File: src/spi_core_defines.svh
// Widths, field codes, reset values and timing counts of the serial port.
// Assumes inclusion by bare name; definitions only.
`ifndef SPI_CORE_DEFINES_SVH
`define SPI_CORE_DEFINES_SVH

// Serial byte framing: eight clocks make sixteen sck edges
`define SPI_EDGE_LAST   5'h0f
`define SPI_EDGE_ZERO   5'h00
// Rate select code that picks the timer one overflow instead of a tap
`define SPI_RATE_TIMER1 3'h7
// Prescaler width in bits
`define SPI_PRESC_W     7
// Reset values
`define SPI_RST_BYTE    8'h00
`define SPI_RST_PRESC   7'h00

`endif

File: src/spi_core_pkg.sv
// Types shared by the serial port core and its rate generator.
// Assumes compilation before every other file of the block.
package spi_core_pkg;

	// Master sequencer states
	typedef enum logic [1:0] {
		ST_IDLE  = 2'b00,
		ST_WAIT  = 2'b01,
		ST_SHIFT = 2'b10
	} xfer_state_e;

	typedef logic [2:0] rate_sel_t;
	typedef logic [7:0] byte_t;

endpackage

File: src/rate_if.sv
// Carrier between the core and its bit-rate generator.
// Assumes both ends run on mclk.
`timescale 1ns/10ps
`default_nettype none

interface rate_if;
	import spi_core_pkg::*;
	rate_sel_t sel;     // Tap choice or timer one
	logic      t1_ovf;  // Timer one overflow pulse
	logic      tick;    // Half-bit enable pulse

	modport gen  (input sel, input t1_ovf, output tick);
	modport core (output sel, output t1_ovf, input tick);
endinterface : rate_if

`default_nettype wire

File: src/spi_rate_gen.sv
// Free-running 7-bit prescaler giving a one-cycle half-bit enable.
// Assumes timer one overflow is a one-cycle pulse on mclk.
`timescale 1ns/10ps
`default_nettype none
`include "spi_core_defines.svh"

module spi_rate_gen (
	// Clock and reset
	input  wire logic mclk,
	input  wire logic rst_b,
	// Core side
	rate_if.gen       rif
);
	import spi_core_pkg::*;

	logic [`SPI_PRESC_W-1:0] presc;
	logic [`SPI_PRESC_W-1:0] next_presc;
	logic                    tick;
	logic                    next_tick;
	logic [`SPI_PRESC_W-1:0] tap_mask;

	////////////////////////////////////////////////////////////////////////
	// Tap n fires when the low n prescaler bits are all ones
	always_comb begin
		tap_mask   = (`SPI_PRESC_W'(1) << rif.sel) - `SPI_PRESC_W'(1);
		next_presc = presc + `SPI_PRESC_W'(1);
		if (rif.sel == `SPI_RATE_TIMER1) begin
			next_tick = rif.t1_ovf;  // [RULE3]
		end else begin
			next_tick = ((presc & tap_mask) == tap_mask);  // [RULE3]
		end
	end

	// Never reset by the core, so bit slots stay on a fixed grid
	always_ff @(posedge mclk or negedge rst_b) begin
		if (!rst_b) begin
			presc <= `SPI_RST_PRESC;
			tick  <= 1'b0;
		end else begin
			presc <= next_presc;
			tick  <= next_tick;
		end
	end

	assign rif.tick = tick;

endmodule // spi_rate_gen

`default_nettype wire

File: src/spi_master_slave_core.sv
// Serial peripheral port core: master or slave byte exchange with
// double-buffered transmit, mode-fault demotion and pin direction override.
// Assumes strobes and levels from mclk logic; pins are asynchronous.
//
// Operation
// [RULE1] As master, drive exactly eight sck clocks per byte.
// [RULE2] Sck pin is output when master, input when slave.
// [RULE3] Rate select picks a prescaler tap or timer one overflow.
// [RULE4] Msb first by default; bit-order select gives lsb first.
// [RULE5] Slave drives miso only while selected; released otherwise.
// [RULE6] External master holds slave select low for a whole message.
// [RULE7] One selected slave and one driving master at a time.
// [RULE8] Master with select disable set: select pin has no effect.
// [RULE9] Master with select disable clear needs select high to continue.
// [RULE10] Clearing select disable leaves a set mode fault set.
// [RULE11] Slave with phase and select disable set is always selected.
// [RULE12] Master seeing select low: drop master bit, pins input, flag fault. Miso is then driven as a selected slave while select stays low.
// [RULE13] After a fault stay slave until software sets master again.
// [RULE14] When enabled, pin directions follow the master bit.
// [RULE15] Master mosi driven only in transfers; pulled up or tristated else.
// [RULE16] Data write loads buffer; empty shifter takes it, sets empty flag.
// [RULE17] Master start waits for the next full bit slot. The code starts on the next half-bit tick.
// [RULE18] Byte end sets complete flag, requests irq, fills receive buffer.
// [RULE19] Empty flag cleared by software or by a data write anytime.
// [RULE20] Queued byte starts next master transfer without software.
// [RULE21] Empty flag interrupts only with irq enable and enhanced bit.
// [RULE22] Master with select ignore set disregards the select pin.
// [RULE23] Phase and polarity choose one of four formats; rate bits rate.
// [RULE24] Fault clears after status read seeing it, then control write.
// [RULE25] Each byte overwrites the receive buffer regardless of reads.
`timescale 1ns/10ps
`default_nettype none
`include "spi_core_defines.svh"

module spi_master_slave_core (
	// Clock and reset
	input  wire logic               mclk,
	input  wire logic               rst_b,
	// Configuration levels and timer one overflow pulse
	input  wire logic               port_enable_bit,
	input  wire spi_core_pkg::rate_sel_t clock_rate_select,
	input  wire logic               bit_order_select,
	input  wire logic               clk_phase,
	input  wire logic               clk_polarity,
	input  wire logic               select_disable,
	input  wire logic               select_ignore,
	input  wire logic               enhanced_interrupt_bit,
	input  wire logic               port_int_enable,
	input  wire logic               pullup_port_mode,
	input  wire logic               timer1_ovf,
	// Software strobes
	input  wire logic               ctrl_wr,
	input  wire logic               ctrl_master,
	input  wire logic               stat_rd,
	input  wire logic               data_wr,
	input  wire spi_core_pkg::byte_t data_in,
	input  wire logic               txe_clr,
	input  wire logic               transfer_complete_flag_clr,
	// Status
	output logic                    master_mode_bit,
	output logic                    mode_fault_flag,
	output logic                    transmit_empty_flag,
	output logic                    transfer_complete_flag,
	output spi_core_pkg::byte_t     rx_data,
	output logic                    irq_req,
	// Pins
	input  wire logic               sck_in,
	output logic                    sck_out,
	output logic                    sck_oe_b,
	input  wire logic               mosi_in,
	output logic                    mosi_out,
	output logic                    mosi_oe_b,
	output logic                    mosi_pullup,
	input  wire logic               miso_in,
	output logic                    miso_out,
	output logic                    miso_oe_b,
	input  wire logic               ss_in
);
	import spi_core_pkg::*;

	// Insert bit b at the end that the bit order fills
	function automatic byte_t shift_in(input byte_t v, input logic b, input logic lsbf);
		shift_in = lsbf ? {b, v[7:1]} : {v[6:0], b};  // [RULE4]
	endfunction

	// Bit presented on the line
	function automatic logic out_bit(input byte_t v, input logic lsbf);
		out_bit = lsbf ? v[0] : v[7];  // [RULE4]
	endfunction

	rate_if rif ();

	spi_rate_gen u_rate (
		.mclk  (mclk),
		.rst_b (rst_b),
		.rif   (rif)
	);

	assign rif.sel    = clock_rate_select;  // [RULE23]
	assign rif.t1_ovf = timer1_ovf;

	////////////////////////////////////////////////////////////////////////
	// Pin synchronisers; only the second stage is read
	logic [1:0] sck_sync, mosi_sync, miso_sync, ss_sync;
	logic       sck_d;
	logic       sck_s, mosi_s, miso_s, ss_s;

	always_ff @(posedge mclk or negedge rst_b) begin
		if (!rst_b) begin
			sck_sync  <= 2'h0;
			mosi_sync <= 2'h3;
			miso_sync <= 2'h3;
			ss_sync   <= 2'h3;
			sck_d     <= 1'b0;
		end else begin
			sck_sync  <= {sck_sync[0], sck_in};
			mosi_sync <= {mosi_sync[0], mosi_in};
			miso_sync <= {miso_sync[0], miso_in};
			ss_sync   <= {ss_sync[0], ss_in};
			sck_d     <= sck_sync[1];
		end
	end

	assign sck_s  = sck_sync[1];
	assign mosi_s = mosi_sync[1];
	assign miso_s = miso_sync[1];
	assign ss_s   = ss_sync[1];

	////////////////////////////////////////////////////////////////////////
	// Core state
	xfer_state_e state, next_state;
	logic [4:0]  ecnt, next_ecnt;
	byte_t       txbuf, next_txbuf;
	byte_t       txsh, next_txsh;
	byte_t       rxsh, next_rxsh;
	byte_t       next_rx_data;
	logic        txbuf_full, next_txbuf_full;
	logic        sh_loaded, next_sh_loaded;
	logic        sck_lvl, next_sck_lvl;
	logic        mode_fault_flag_arm, next_mode_fault_flag_arm;
	logic        next_master, next_mode_fault_flag, next_txe, next_transfer_complete_flag;

	// Decoded events
	logic  master, slave_sel, slave_act, fault;
	logic  s_lead, s_trail, m_edge, is_lead, is_trail;
	logic  sample, shift_out, done, move, in_bit;
	byte_t rx_shifted;

	always_comb begin
		master    = master_mode_bit & port_enable_bit;
		// Select pin low, or forced selection in three-wire use
		slave_sel = !ss_s | select_ignore | (clk_phase & select_disable);  // [RULE11]
		slave_act = port_enable_bit & !master_mode_bit & slave_sel;
		// Demotion only when the select pin is watched
		fault     = master & !select_ignore & !select_disable & !ss_s;  // [RULE9] [RULE12] [RULE22] [RULE8]
		s_lead    = clk_polarity ? (sck_d & !sck_s) : (!sck_d & sck_s);  // [RULE23]
		s_trail   = clk_polarity ? (!sck_d & sck_s) : (sck_d & !sck_s);
		m_edge    = master & (state == ST_SHIFT) & rif.tick;
		is_lead   = master ? (m_edge & !ecnt[0]) : (slave_act & s_lead);
		is_trail  = master ? (m_edge & ecnt[0]) : (slave_act & s_trail);
		sample    = clk_phase ? is_trail : is_lead;  // [RULE23]
		shift_out = clk_phase ? (is_lead & (ecnt != `SPI_EDGE_ZERO)) : is_trail;
		done      = is_trail & (ecnt == `SPI_EDGE_LAST);  // [RULE1]
		in_bit    = master ? miso_s : mosi_s;
		rx_shifted = sample ? shift_in(rxsh, in_bit, bit_order_select) : rxsh;
		move      = port_enable_bit & txbuf_full & !sh_loaded;
	end

	////////////////////////////////////////////////////////////////////////
	// Next values of the sequencer, buffers and flags
	always_comb begin
		next_state      = state;
		next_ecnt       = ecnt;
		next_txbuf      = txbuf;
		next_txsh       = txsh;
		next_rxsh       = rx_shifted;
		next_rx_data    = rx_data;
		next_txbuf_full = txbuf_full;
		next_sh_loaded  = sh_loaded;
		next_sck_lvl    = sck_lvl;
		next_mode_fault_flag_arm   = mode_fault_flag_arm;
		next_master     = master_mode_bit;
		next_mode_fault_flag       = mode_fault_flag;
		next_txe        = transmit_empty_flag;
		next_transfer_complete_flag       = transfer_complete_flag;

		// Software side: clears first so hardware sets below win
		if (txe_clr) next_txe = 1'b0;  // [RULE19]
		if (transfer_complete_flag_clr) next_transfer_complete_flag = 1'b0;
		if (stat_rd && mode_fault_flag) next_mode_fault_flag_arm = 1'b1;  // [RULE24]
		if (ctrl_wr) begin
			next_master = ctrl_master;  // [RULE13]
			if (mode_fault_flag_arm) begin
				next_mode_fault_flag     = 1'b0;  // [RULE24] [RULE10]
				next_mode_fault_flag_arm = 1'b0;
			end
		end
		if (data_wr) begin
			next_txbuf      = data_in;  // [RULE16]
			next_txbuf_full = 1'b1;
			next_txe        = 1'b0;  // [RULE19]
		end

		// Queued byte drops into an empty shifter
		if (move) begin
			next_txsh      = txbuf;  // [RULE16] [RULE20]
			next_sh_loaded = 1'b1;
			next_txe       = !data_wr;  // A fresh write refills the buffer
			if (!data_wr) next_txbuf_full = 1'b0;
		end

		// Bit engine, shared by both roles
		if (is_lead || is_trail) next_ecnt = ecnt + 5'h01;
		if (shift_out) next_txsh = shift_in(txsh, 1'b1, bit_order_select);
		if (m_edge) next_sck_lvl = !sck_lvl;  // [RULE1]
		if (done) begin
			next_rx_data   = rx_shifted;  // [RULE18] [RULE25]
			next_transfer_complete_flag      = 1'b1;  // [RULE18]
			next_sh_loaded = move;  // A slave may load as its byte ends
			next_ecnt      = `SPI_EDGE_ZERO;
			next_state     = ST_IDLE;
		end

		// Master sequencing
		unique case (state)
			ST_IDLE: begin
				next_sck_lvl = clk_polarity;
				if (master && sh_loaded) next_state = ST_WAIT;
			end
			ST_WAIT: begin
				// Align the first edge to the rate grid
				next_ecnt = `SPI_EDGE_ZERO;
				if (rif.tick) next_state = ST_SHIFT;  // [RULE17]
			end
			ST_SHIFT: begin
				if (!master) next_state = ST_IDLE;
			end
			default: next_state = ST_IDLE;
		endcase

		// Deselected slave or disabled port drops a partial byte
		if (!port_enable_bit || (!master_mode_bit && !slave_sel)) begin
			next_ecnt  = `SPI_EDGE_ZERO;
			next_state = ST_IDLE;
		end

		// Mode fault wins over software and aborts the transfer
		if (fault) begin
			next_master = 1'b0;  // [RULE12] [RULE13]
			next_mode_fault_flag   = 1'b1;  // [RULE12]
			next_state  = ST_IDLE;
			next_ecnt   = `SPI_EDGE_ZERO;
		end
	end

	always_ff @(posedge mclk or negedge rst_b) begin
		if (!rst_b) begin
			state                  <= ST_IDLE;
			ecnt                   <= `SPI_EDGE_ZERO;
			txbuf                  <= `SPI_RST_BYTE;
			txsh                   <= `SPI_RST_BYTE;
			rxsh                   <= `SPI_RST_BYTE;
			rx_data                <= `SPI_RST_BYTE;
			txbuf_full             <= 1'b0;
			sh_loaded              <= 1'b0;
			sck_lvl                <= 1'b0;
			mode_fault_flag_arm               <= 1'b0;
			master_mode_bit        <= 1'b0;
			mode_fault_flag        <= 1'b0;
			transmit_empty_flag    <= 1'b0;
			transfer_complete_flag <= 1'b0;
		end else begin
			state                  <= next_state;
			ecnt                   <= next_ecnt;
			txbuf                  <= next_txbuf;
			txsh                   <= next_txsh;
			rxsh                   <= next_rxsh;
			rx_data                <= next_rx_data;
			txbuf_full             <= next_txbuf_full;
			sh_loaded              <= next_sh_loaded;
			sck_lvl                <= next_sck_lvl;
			mode_fault_flag_arm               <= next_mode_fault_flag_arm;
			master_mode_bit        <= next_master;
			mode_fault_flag        <= next_mode_fault_flag;
			transmit_empty_flag    <= next_txe;
			transfer_complete_flag <= next_transfer_complete_flag;
		end
	end

	////////////////////////////////////////////////////////////////////////
	// Pin drive and interrupt request, registered so outputs are clean
	logic next_sck_out, next_sck_oe_b, next_mosi_out, next_mosi_oe_b;
	logic next_mosi_pullup, next_miso_out, next_miso_oe_b, next_irq;
	logic mosi_drive;

	always_comb begin
		mosi_drive       = master & (state == ST_SHIFT);
		next_sck_oe_b    = !master;  // [RULE2] [RULE14]
		next_sck_out     = master ? sck_lvl : clk_polarity;
		next_mosi_oe_b   = !mosi_drive;  // [RULE15] [RULE14]
		next_mosi_out    = mosi_drive ? out_bit(txsh, bit_order_select) : 1'b1;
		next_mosi_pullup = master & !mosi_drive & pullup_port_mode;  // [RULE15]
		next_miso_oe_b   = !slave_act;  // [RULE5] [RULE14]
		next_miso_out    = slave_act ? out_bit(txsh, bit_order_select) : 1'b1;
		next_irq         = port_int_enable & (transfer_complete_flag | mode_fault_flag
		                   | (enhanced_interrupt_bit & transmit_empty_flag));  // [RULE21] [RULE18]
	end

	always_ff @(posedge mclk or negedge rst_b) begin
		if (!rst_b) begin
			sck_out     <= 1'b0;
			sck_oe_b    <= 1'b1;
			mosi_out    <= 1'b1;
			mosi_oe_b   <= 1'b1;
			mosi_pullup <= 1'b0;
			miso_out    <= 1'b1;
			miso_oe_b   <= 1'b1;
			irq_req     <= 1'b0;
		end else begin
			sck_out     <= next_sck_out;
			sck_oe_b    <= next_sck_oe_b;
			mosi_out    <= next_mosi_out;
			mosi_oe_b   <= next_mosi_oe_b;
			mosi_pullup <= next_mosi_pullup;
			miso_out    <= next_miso_out;
			miso_oe_b   <= next_miso_oe_b;
			irq_req     <= next_irq;
		end
	end
endmodule // spi_master_slave_core

`default_nettype wire

File: config.mk
export PLATFORM = sky130hd
export DESIGN_NAME = spi_master_slave_core
export DESIGN_NICKNAME = d
export VERILOG_FILES = /design/src/spi_core_pkg.sv /design/src/rate_if.sv /design/src/spi_rate_gen.sv /design/src/spi_master_slave_core.sv
export VERILOG_INCLUDE_DIRS = /design/src
export SDC_FILE = /design/constraint.sdc
export NUM_CORES = 1
export LEC_CHECK = 0
export BUFFER_PORTS_ARGS = -buffer_cell sky130_fd_sc_hd__buf_2
export CORE_UTILIZATION = 40
export CTS_CLUSTER_SIZE = 40
export DETAILED_ROUTE_END_ITERATION = 8
export PLACE_DENSITY = 0.72
export SKIP_LAST_GASP = 1
export SYNTH_ARGS = -nofsm -noshare
export SYNTH_HDL_FRONTEND = slang
export SYNTH_HIERARCHICAL = 1
export SYNTH_SLANG_ARGS = --single-unit
File: constraint.sdc
create_clock -name mclk -period 2.68 [get_ports mclk]
set_input_delay 0.402 -clock mclk [delete_from_list [all_inputs] [get_ports mclk]]
set_output_delay 0.402 -clock mclk [all_outputs]
set_load 0.02 [all_outputs]
==> impl_metrics.json <==
{
  "vias": 2231,
  "synth_nets": 305,
  "maxSlewHeadroom_pct": 58.37,
  "crit_arrival_ns": 2.39,
  "p_per_area_nw_per_um2": 702.1,
  "avgSynthCellArea_um2": 12.56,
  "post-route-min-period_ns": 2.167,
  "drt_first_pass_iters": 4,
  "clkTransAtPathRegs_ns": 0.07,
  "synth-main-ff-cell": "dfrtp_1",
  "critical_path.endpoint_type": "flip-flop",
  "cts_tree": "done",
  "start_kind": "flip-flop",
  "nNetsFinal": 361,
  "root_buffer": "clkbuf_8",
  "die_area_um2": 8785,
  "ant_nets": 0,
  "grt_overflow": 0,
  "finalSetupViolCount": 0,
  "grt_setup_unrepaired": "false",
  "synthCells": 268,
  "hold_violations": 0,
  "portBuffers": 52,
  "hold_slack_ns": 0.07174,
  "report.final.slew_viol_count": 0,
  "power.leakage_nw": 1.901,
  "yosysSeqAreaShare_pct": 53.94,
  "grt_pass1_wl_um": 10580,
  "synthArstFlopShare_pct": 100.0,
  "clockBufferDepth": 2,
  "holdCritPathClass": "in2async",
  "diodes": 0,
  "crit_chain": "a21bo_2 -> o221a_2 -> o2bb2ai_4 -> mux2_4 -> mux2_2",
  "start_util_pct": 41.17,
  "drc_errors": 0,
  "grtUsageTotal_pct": 15.78,
  "cts.htree.levels": 3,
  "drt_iter0_drc": 95,
  "dpl.hpwl_um": 4448,
  "insertion_delay_ns": 0.33,
  "tightest_slew_ns": 0.6226,
  "r2r_slack_ns": 0.51,
  "num_io_pins": 53,
  "cts_buffers": 9,
  "drt_wl_total_um": 6187,
  "coreArea_um2": 8175,
  "crit_path_max_fanout": 8,
  "avgViaCountPerCell": 5.141,
  "cts_resized": 0,
  "post-route-util_pct": 48.18,
  "gp_congestion": 0.7765,
  "setup-tns-final_ns": 0,
  "cp_slowest_stage_delay_ns": 0.54,
  "post-place-ws_ns": 0.4791,
  "outcome": "complete, no violations",
  "slowest_stage": "dfstp_2",
  "drive_gt1_share_pct": 37.69,
  "synth_top_area_share_pct": 45.35,
  "crit_required_ns": 2.90,
  "cts.hold.buffers_added": 0,
  "fin_skew_ns": 0.006840,
  "cts.sinks": 72,
  "wl_per_cell_um": 14.26,
  "r2r-start": "ss_sync[1]",
  "area_delta_synth_final_pct": 17.03,
  "r2r-end": "rx_data[3]",
  "synth_cell_types": 58,
  "rr_worst_depth": 5,
  "antenna_found_initial": 0,
  "ys_ff_latch": 72,
  "die_width_um": 93.73,
  "chipHeight_um": 93.73,
  "yosysTopAreaCell": "dfrtp_1",
  "grt_max_degree": 47,
  "post-route-period-util_pct": 80.86,
  "syn_area_um2": 3366,
  "maxCapViolations": 0,
  "synthTopCellsByArea": "dfrtp_1 45%, dfstp_2 8.6%, mux2i_1 7.7%",
  "worstSetupPathType": "reg2reg",
  "vdd_drop_max_mv": 0.3979,
  "first_global_vias": 2212,
  "synth-edff-count": 0,
  "fmax_mhz": 461.4,
  "rows": 33,
  "cts_setup_buffers": 0,
  "fin_ws_ns": 0.5129,
  "yosys_warnings": 6
}
## cells in the mapped netlist (all sizes together) (4+ instances only)
library cell and count:
mux2 31, a21oi 9, dfrtp 61, mux2i 26
a21o 4, dfstp 11, o21ai 10, nand2 18
nor2 13, nand3 8, inv 7, xnor2 8
nor2b 4, ha 4, buf 7
## where the power goes
group	internal, mW	total, mW	switching, mW
Clock	0.477	0.862	0.384
Combinational	0.281	0.509	0.228
Sequential	1.26	1.39	0.134
Total	2.02	2.77	0.747
## layout by cell type, fill, tap and decap left out, drive strengths merged, types with 9 or more instances in the layout
master	Yosys	routed
dfrtp	61	61
nor2	13	13
dfstp	11	11
o21ai	10	10
buf	7	54
a21oi	9	9
clkbuf	2	11
mux2i	26	26
mux2	31	31
nand2	18	18
## per-layer routing
metal,track usage (%),up-vias,share of wire [%]
li1,-,1080,-
met5,0,-,0
met2,24.51,43,49
met3,4.207,10,4.2
met4,6.282,0,1.8
met1,20.97,1098,45
## layout make-up
type	instances	area (um^2)
Clock buffer	11	151.4
Clock inverter	5	55.05
Fill cell	750	4237
Inverter	7	28.78
Multi-Input combinational cell	180	1469
Sequential cell	72	1815
Tap cell	105	131.4
Timing Repair Buffer	54	287.8
## worst max path at each step
stage / start / to / slack [ns]
finish: ss_sync[1] / rx_data[3] / 0.51
CTS: ss_sync[1] / rx_data[3] / 0.51
global route: ss_sync[1] / rx_data[3] / 0.47
floorplan: clock_rate_select[0] / u_rate/rif.tick / 0.60
detailed placement: clock_rate_select[0] / u_rate/rif.tick / 0.48
global placement: clock_rate_select[0] / u_rate/rif.tick / 0.53
## cell families after synthesis
logic type / share of synthesized area [%]
and+or+nand+nor: 11.34
muxes: 19.00
buffers and inverters: 2.416
AOI/OAI and AO/OA: 8.960
adders and majority gates: 1.487
DFF: 53.94
xor gates and xnor gates: 2.863
## registers in the layout, indices dropped and copies added, names as in the netlist, 2 cells and up
register and flops:
miso_sync 2, txbuf 8, rx_data 8, rxsh 8, txsh 8, mosi_sync 2, ss_sync 2, ecnt 5
u_rate/presc 7, sck_sync 2, state 2
## metrics by stage
step | instance area (um^2) | std cells | total power [mW]
finish | 3939 | 434 | 2.766
global route | 3939 | 434 | 2.923
CTS | 3939 | 434 | 2.802
detailed placement | 3732 | 418 | 1.925
global placement | 3732 | 418 | 1.896
floorplan | 3366 | 268 | 1.759
## critical path, delay by kind of cell (launching register included)
kind | cells | cell delay (ns)
compound gates | 3 | 0.90
flops | 1 | 0.54
mux | 2 | 0.60
(Power assumes the default switching activity.)
